===== src/rtl/net_xfer_pkg.sv =====
// Constants and carrier types of the network transfer port engine.
// Assumes one 20 MHz core clock and a link engine on the same clock.
package net_xfer_pkg;
  localparam int NPORT = 8;
  // Register word addresses
  localparam logic [3:0] OFS_CW0   = 4'h0;
  localparam logic [3:0] OFS_CW4   = 4'h4;
  localparam logic [3:0] OFS_CMD   = 4'h5;
  localparam logic [3:0] OFS_FLAGS = 4'h6;
  localparam logic [3:0] OFS_CC0   = 4'h8;
  // Tick of 0.1 s derived from the clock rate
  localparam int CLK_HZ      = 20_000_000;
  localparam int TICK_MS     = 100;
  localparam int TICK_CYCLES = CLK_HZ / 1000 * TICK_MS;
  localparam logic [15:0] DEF_TMO       = 16'h0014;
  localparam int          ATTEMPT_TICKS = 5;
  // Address decode values
  localparam logic [7:0] NODE_LOCAL   = 8'h00;
  localparam logic [7:0] NODE_BCAST   = 8'hFF;
  localparam logic [7:0] NODE_MAX_DEF = 8'h7E;
  localparam logic [7:0] UNIT_CPU     = 8'h00;
  localparam logic [7:0] UNIT_BUS_LO  = 8'h10;
  localparam logic [7:0] UNIT_BUS_HI  = 8'h1F;
  // Fourth control word fields
  localparam int NRSP_BIT  = 15;
  localparam int PORT_LSB  = 8;
  localparam int RETRY_LSB = 0;
  // Completion codes raised by the engine itself
  localparam logic [15:0] CC_OK       = 16'h0000;
  localparam logic [15:0] CC_SELF     = 16'h0101;
  localparam logic [15:0] CC_BAD_ADDR = 16'h0102;
  localparam logic [15:0] CC_NO_RSP   = 16'h0205;

  typedef enum logic {KIND_SEND = 1'b0, KIND_RECV = 1'b1} kind_t;
  typedef enum logic [1:0] {P_IDLE = 2'b00, P_TX = 2'b01, P_WAIT = 2'b11} pstate_t;

  typedef struct packed {
    kind_t       kind;
    logic        want_rsp;
    logic        to_cpu;
    logic [3:0]  bus_unit;
    logic [7:0]  net;
    logic [7:0]  node;
    logic [15:0] count;
  } req_t;

  typedef struct packed {
    logic [2:0] port;
    req_t       req;
  } tx_t;

  typedef struct packed {
    logic [2:0]  port;
    logic [15:0] code;
  } rsp_t;
endpackage : net_xfer_pkg


===== src/rtl/net_xfer_port_engine.sv =====
// Eight-port network send/receive request engine with status words.
// Assumes the link engine runs on CORE_CLK and answers on RSP_VALID.
//
// Local design decisions: the register addresses and the address-and-strobe port.

module net_xfer_port_engine
  import net_xfer_pkg::*;
#(
  parameter int         TICK_CYC = TICK_CYCLES,
  parameter int         ATTEMPT  = ATTEMPT_TICKS,
  parameter logic [7:0] OWN_NET  = 8'h01,
  parameter logic [7:0] OWN_NODE = 8'h01,
  parameter logic [7:0] NODE_MAX = NODE_MAX_DEF
) (
  // Clock and reset
  input  wire logic        CORE_CLK,
  input  wire logic        RST,
  // Register port
  input  wire logic [3:0]  REG_ADDR,
  input  wire logic [15:0] REG_WDATA,
  input  wire logic        REG_WR,
  input  wire logic        REG_RD,
  output logic      [15:0] REG_RDATA,
  // Link side
  input  wire logic        LINK_READY,
  output logic             TX_VALID,
  output tx_t              TX,
  input  wire logic        RSP_VALID,
  input  wire rsp_t        RSP
);
  logic [31:0] tick_cnt_ff, nxt_tick_cnt;
  logic        tick_ff, nxt_tick;
  logic [15:0] cw_ff [5];
  logic [15:0] nxt_cw [5];
  logic [15:0] rdata_ff, nxt_rdata;
  logic        txv_ff, nxt_txv;
  tx_t         tx_ff, nxt_tx;
  pstate_t     st_ff [NPORT];
  pstate_t     nxt_st [NPORT];
  req_t        req_ff [NPORT];
  req_t        nxt_req [NPORT];
  logic [3:0]  rty_ff [NPORT];
  logic [3:0]  nxt_rty [NPORT];
  logic [15:0] tmo_ff [NPORT];
  logic [15:0] nxt_tmo [NPORT];
  logic [7:0]  att_ff [NPORT];
  logic [7:0]  nxt_att [NPORT];
  logic [15:0] code_ff [NPORT];
  logic [15:0] nxt_code [NPORT];
  logic             err_ff [NPORT];
  logic             nxt_err [NPORT];
  logic [NPORT-1:0] err_vec, en, acc, grant;
  logic        issue, node_ok, unit_ok, self_hit, bcast, rej, gfound;
  logic [2:0]  iport;
  logic [15:0] rej_code, itmo;
  req_t        ireq;

  assign TX_VALID  = txv_ff;
  assign TX        = tx_ff;
  assign REG_RDATA = rdata_ff;

  // Tenth-second tick divider
  always_comb begin
    nxt_tick     = (tick_cnt_ff == 32'(TICK_CYC - 1));
    nxt_tick_cnt = nxt_tick ? '0 : tick_cnt_ff + 32'd1;
  end

  always_ff @(posedge CORE_CLK or posedge RST) begin
    if (RST) begin
      tick_cnt_ff <= '0;
      tick_ff     <= 1'b0;
    end else begin
      tick_cnt_ff <= nxt_tick_cnt;
      tick_ff     <= nxt_tick;
    end
  end

  // Request decode from the staged control words and the command write
  always_comb begin
    issue         = REG_WR && (REG_ADDR == OFS_CMD);
    iport         = cw_ff[3][PORT_LSB +: 3];
    ireq.kind     = kind_t'(REG_WDATA[0]);
    ireq.count    = cw_ff[0];
    ireq.net      = cw_ff[1][7:0];
    ireq.node     = cw_ff[2][15:8];
    ireq.to_cpu   = (cw_ff[2][7:0] == UNIT_CPU);
    ireq.bus_unit = 4'(cw_ff[2][7:0] - UNIT_BUS_LO);
    bcast   = (ireq.node == NODE_BCAST);
    node_ok = bcast || (ireq.node <= NODE_MAX);
    unit_ok = ireq.to_cpu || (cw_ff[2][7:0] >= UNIT_BUS_LO && cw_ff[2][7:0] <= UNIT_BUS_HI);
    ireq.want_rsp = !bcast && (ireq.kind == KIND_RECV || !cw_ff[3][NRSP_BIT]);
    self_hit = (ireq.kind == KIND_SEND) && ireq.to_cpu &&
               (ireq.node == NODE_LOCAL || (ireq.node == OWN_NODE && ireq.net == OWN_NET));
    rej      = self_hit || !node_ok || !unit_ok || (bcast && ireq.kind == KIND_RECV);
    rej_code = self_hit ? CC_SELF : CC_BAD_ADDR;
    itmo     = (cw_ff[4] == 16'h0000) ? DEF_TMO : cw_ff[4];
  end

  // Link grant, lowest pending port first
  always_comb begin
    grant  = '0;
    gfound = 1'b0;
    nxt_tx = tx_ff;
    for (int i = 0; i < NPORT; i++) begin
      if (!gfound && LINK_READY && st_ff[i] == P_TX) begin
        grant[i]    = 1'b1;
        gfound      = 1'b1;
        nxt_tx.port = 3'(i);
        nxt_tx.req  = req_ff[i];
      end
    end
    nxt_txv = gfound;
  end

  // Per-port request state
  generate
    for (genvar p = 0; p < NPORT; p++) begin : g_port
      assign en[p]  = (st_ff[p] == P_IDLE);
      assign acc[p] = issue && en[p] && (iport == 3'(p));
      // error flag into the status word
      assign err_vec[p] = err_ff[p];

      always_comb begin
        nxt_st[p]   = st_ff[p];
        nxt_req[p]  = req_ff[p];
        nxt_rty[p]  = rty_ff[p];
        nxt_tmo[p]  = tmo_ff[p];
        nxt_att[p]  = att_ff[p];
        nxt_code[p] = code_ff[p];
        nxt_err[p]  = err_ff[p];
        case (st_ff[p])
          P_IDLE: begin
            if (acc[p] && rej) begin
              nxt_code[p] = rej_code;
              nxt_err[p]  = 1'b1;
            end else if (acc[p]) begin
              nxt_st[p]   = P_TX;
              nxt_req[p]  = ireq;
              nxt_rty[p]  = cw_ff[3][RETRY_LSB +: 4];
              nxt_tmo[p]  = itmo;
              nxt_code[p] = CC_OK;
              nxt_err[p]  = 1'b0;
            end
          end
          P_TX: begin
            if (grant[p] && req_ff[p].want_rsp) begin
              nxt_st[p]  = P_WAIT;
              nxt_att[p] = 8'(ATTEMPT);
            end else if (grant[p]) begin
              nxt_st[p] = P_IDLE;
            end
          end
          P_WAIT: begin
            if (RSP_VALID && RSP.port == 3'(p)) begin
              nxt_st[p]   = P_IDLE;
              nxt_code[p] = RSP.code;
              nxt_err[p]  = (RSP.code != CC_OK);
            end else if (tick_ff) begin
              nxt_tmo[p] = tmo_ff[p] - 16'd1;
              nxt_att[p] = att_ff[p] - 8'd1;
              if (tmo_ff[p] == 16'd1 || (att_ff[p] == 8'd1 && rty_ff[p] == 4'd0)) begin
                nxt_st[p]   = P_IDLE;
                nxt_code[p] = CC_NO_RSP;
                nxt_err[p]  = 1'b1;
              end else if (att_ff[p] == 8'd1) begin
                nxt_st[p]  = P_TX;
                nxt_rty[p] = rty_ff[p] - 4'd1;
              end
            end
          end
          default: nxt_st[p] = P_IDLE;
        endcase
      end

      always_ff @(posedge CORE_CLK or posedge RST) begin
        if (RST) begin
          st_ff[p]   <= P_IDLE;
          req_ff[p]  <= '0;
          rty_ff[p]  <= '0;
          tmo_ff[p]  <= '0;
          att_ff[p]  <= '0;
          code_ff[p] <= CC_OK;
          err_ff[p]  <= 1'b0;
        end else begin
          st_ff[p]   <= nxt_st[p];
          req_ff[p]  <= nxt_req[p];
          rty_ff[p]  <= nxt_rty[p];
          tmo_ff[p]  <= nxt_tmo[p];
          att_ff[p]  <= nxt_att[p];
          code_ff[p] <= nxt_code[p];
          err_ff[p]  <= nxt_err[p];
        end
      end

    end
  endgenerate

  // Control words, link strobe and read data
  always_comb begin
    for (int i = 0; i < 5; i++) begin
      nxt_cw[i] = (REG_WR && REG_ADDR == OFS_CW0 + 4'(i)) ? REG_WDATA : cw_ff[i];
    end
    nxt_rdata = rdata_ff;
    if (REG_RD) begin
      nxt_rdata = 16'h0000;
      if (REG_ADDR <= OFS_CW4) begin
        nxt_rdata = cw_ff[REG_ADDR[2:0]];
      end else if (REG_ADDR == OFS_FLAGS) begin
        nxt_rdata = {err_vec, en};
      end else if (REG_ADDR >= OFS_CC0) begin
        nxt_rdata = code_ff[REG_ADDR[2:0]];
      end
    end
  end

  always_ff @(posedge CORE_CLK or posedge RST) begin
    if (RST) begin
      for (int i = 0; i < 5; i++) begin
        cw_ff[i] <= 16'h0000;
      end
      rdata_ff <= 16'h0000;
      txv_ff   <= 1'b0;
      tx_ff    <= '0;
    end else begin
      cw_ff    <= nxt_cw;
      rdata_ff <= nxt_rdata;
      txv_ff   <= nxt_txv;
      tx_ff    <= nxt_tx;
    end
  end
endmodule : net_xfer_port_engine

===== config.mk =====
export PLATFORM = sky130hd
export DESIGN_NAME = net_xfer_port_engine
export DESIGN_NICKNAME = d
export VERILOG_FILES = /design/src/rtl/net_xfer_pkg.sv /design/src/rtl/net_xfer_port_engine.sv
export SDC_FILE = /design/constraint.sdc
export NUM_CORES = 2
export LEC_CHECK = 0
export ABC_AREA = 1
export BUFFER_PORTS_ARGS = -buffer_cell sky130_fd_sc_hd__buf_2
export CAP_MARGIN = 20
export CORE_MARGIN = 3
export CORE_UTILIZATION = 62
export CTS_BUF_LIST = sky130_fd_sc_hd__clkbuf_8
export CTS_CLUSTER_SIZE = 10
export DETAILED_ROUTE_END_ITERATION = 8
export GPL_ROUTABILITY_DRIVEN = 0
export PLACE_DENSITY = 0.79
export SYNTH_ARGS = -nofsm -noshare
export SYNTH_HDL_FRONTEND = slang
export SYNTH_SLANG_ARGS = --single-unit

===== constraint.sdc =====
create_clock -name CORE_CLK -period 29.4 [get_ports CORE_CLK]
set_clock_uncertainty 0.05 [all_clocks]
set_input_delay 1.47 -clock CORE_CLK [delete_from_list [all_inputs] [get_ports CORE_CLK]]
set_output_delay 1.47 -clock CORE_CLK [all_outputs]
set_load 0.02 [all_outputs]

==> impl_metrics.ini <==
[die]
ios = 104
die_area_sq_um = 74000
num_rows = 96
dieHeight_um = 272
die_w_um = 272
start_util_pct = 63.3
core_sq_um = 69300

[clock_tree]
cts_tree = done
cts_sinks = 860
cts_setup_buffers = 0
cts.clk_slew.worst_paths_ns = 0.06
postCtsHoldBufs = 0
clock_path_buffers = 3
cts-resized-gates = 0
cts_buffers = 145
insertion_delay_ns = 0.82
cts_root_buffer = clkbuf_8
htree_num_levels = 4

[placed_design]
dpl.cell_count = 6522
dp_hpwl_um = 87500
place.port_buffers = 103
placed_cell_area_sq_um = 44900
pre_cts_slack_ns = 24.38

[hold_path]
holdPathEnd = TX[12]$_DFFE_PP0P_
min_path_type = flip-flop to flip-flop
min_from = req_ff[12]$_DFFE_PP0P_
min_delay_path_depth = 2

[synthesis]
synth.cell_area_sq_um = 43900
postSynthAreaPerCell_sq_um = 7.69
ys_seq_area_share_pct = 49.1
yosys.area.top_type_share_pct = 49.1
synth.most_common_cell = nand2_1
syn_nets = 5795
synthTopCellsByCount = nand2_1, dfrtp_1, o21ai_0
synth_edf_count = 0
synth_seq_cells = 860
yosysUniqueCellTypes = 56
synth-main-ff-cell = dfrtp_1
postSynthCellCount = 5701
synth_top_cell_by_area = dfrtp_1
async_flop_share_pct = 100
synth-warning-count = 0
synth_area_leaders = dfrtp_1, nand2_1, o21ai_0

[sta]
fin_tns_setup_ns = 0
min_period_ns = 4.54
maxSlewHeadroom_pct = 26.4
max_freq_ghz = 0.220
hold_viol_final = 0
worst_pin_slew_ns = 1.09
period_share_pct = 15.4
setup_violations = 0
worst_slack_ns = 24.86
finalMaxSlewViolations = 0
grt_setup_unrepaired = no

[route]
drtIter0Drc = 5387
detail-route-antenna-nets = 0
via_per_inst = 6.02
dr.pass1.iters = 6
drt-total-wl_um = 135000
drc_errors = 0
vias = 40800
drt-wirelength-per-cell_um = 20.0

[worst_setup_path]
cp_max_fo = 36
crit_arrival_ns = 5.15
r2r-end = code_ff[2]$_DFFE_PP0P_
critPathMaxStageDelay_ns = 1.12
crit_chain = nand2_1 > clkinv_1 > nand2_1 > nor2_1 > nor3_2 > inv_1 > nand2_1 > o21ai_0
crit_slowest_cell = clkinv_1
cp_common_cell = nand2_1
r2r-start = st_ff[1]$_DFFE_PP0P_
startpoint_type = flip-flop
end_kind = flip-flop
critPathTopFamily = simple AND/OR/NAND/NOR gates
critPathRequiredTime_ns = 30.02
path_buf_inv = 2
r2r_cells = 8
crit_type = flip-flop to flip-flop
rrSetupSlack_ns = 24.86

[global_route]
grt_usage_pct = 36.4
grt_pass1_vias = 37700
antenna_found_initial = 8
grt_pass1_wl_um = 211000
grt_max_degree = 180
grt-ovfl-total = 0

[final_layout]
finalNonFillerCells = 6777
layout-drive-gt1-share_pct = 7.60
final_nets = 5834
area_growth_pct = 8.99
design_area_sq_um = 47800

[power]
leakage_nw = 23.3
p_per_area_nw_per_um2 = 80.1
fin_total_pwr_w = 0.00383
ir_drop_v = 0.0000573

[status]
status = completed

[job]
drv_cap = 0
==> report_power, final <==
part | total [W] | switching, W | internal [W]
Combinational | 0.00122 | 0.000848 | 0.000368
Sequential | 0.00154 | 0.000170 | 0.00137
Clock | 0.00108 | 0.000503 | 0.000575
Total | 0.00383 | 0.00152 | 0.00231
==> layout by cell type, fill, tap and decap left out, types with 7 or more instances in the layout <==
cell type  synthesis  layout
o21a_1            14      14
a31oi_1           14      14
inv_2             13      13
buf_2             46     103
buf_4              9      43
o221ai_1          16      16
nand3b_1           7       7
nor4_1            32      32
o21ai_0          818     818
o2111ai_1         17      17
nand3_2            6       7
o22ai_1           85      85
dfrtp_1          860     860
nand4_1           52      52
nor2_1           385     383
clkinv_2           0      10
nand2_2            6      16
o31ai_1           19      19
o21ai_1           54      54
ha_1              49      49
clkinv_1          11      12
nor3_1            64      64
or2_2             33      33
a22oi_1           28      28
clkbuf_8           0     171
o211ai_1          43      43
xnor2_1           18      18
inv_1            566     613
xor2_1            67      67
nor3b_1           10      10
nand3_1          318     317
a21oi_1          147     147
nor3_2             8       8
nand2_1         1648    1638
==> per-layer routing <==
layer,wire (um),vias up,global-route usage [%]
li1,-,18700,-
met1,52700,19200,49.0
met2,60000,2388,56.6
met3,15700,465,7.90
met4,7130,2,17.4
met5,13,-,0
==> tightest hold or removal path, delay by kind of cell, from the launching register on <==
family / cells / cell delay, ns
flip-flops: 1 / 0.34
AND/OR/NAND/NOR: 2 / 0.12
==> through the flow <==
step                util (%)  hold WS (ns)
CTS                     68.9         0.409
global placement        64.7         0.398
finish                  69.0         0.408
global route            69.0         0.428
detailed placement      64.7         0.404
floorplan                  -         0.383
==> state kept, by name, indices dropped and copies added (netlist names) <==
name and cells:
REG_RDATA 16, TX 42, TX_VALID 1, att_ff 64, code_ff 128, cw_ff 80
err_ff 8, req_ff 312, rty_ff 32, st_ff 16, tick_cnt_ff 32, tick_ff 1
tmo_ff 128
==> worst max-delay path by stage <==
stage | from | to | slack [ns] | depth (start not counted)
floorplan | RST | REG_RDATA[0]$_DFFE_PP0P_ | 3.71 | 1
global route | st_ff[1]$_DFFE_PP0P_ | code_ff[2]$_DFFE_PP0P_ | 24.61 | 8
global placement | RST | code_ff[24]$_DFFE_PP0P_ | 24.46 | 5
detailed placement | LINK_READY | TX[38]$_DFFE_PP0P_ | 24.38 | 15
CTS | st_ff[1]$_DFFE_PP0P_ | code_ff[2]$_DFFE_PP0P_ | 25.07 | 8
finish | st_ff[1]$_DFFE_PP0P_ | code_ff[2]$_DFFE_PP0P_ | 24.86 | 8
==> area by class of cell <==
class	instances	area [sq um]
Sequential cell	860	21500
Fill cell	5750	21500
Multi-Input combinational cell	3993	19100
Clock buffer	171	2350
Inverter	590	2220
Tap cell	931	1160
Timing Repair Buffer	150	921
Clock inverter	78	529
Antenna cell	4	10.0
==> cell families after synthesis <==
logic type,Yosys count,share of synthesized area [%]
simple gates,2587,24.5
flops,860,49.1
fa+ha+maj,49,1.40
xor+xnor,85,1.70
compound gates,1272,15.8
buf+inv,848,7.54
(Power assumes the default switching activity.)
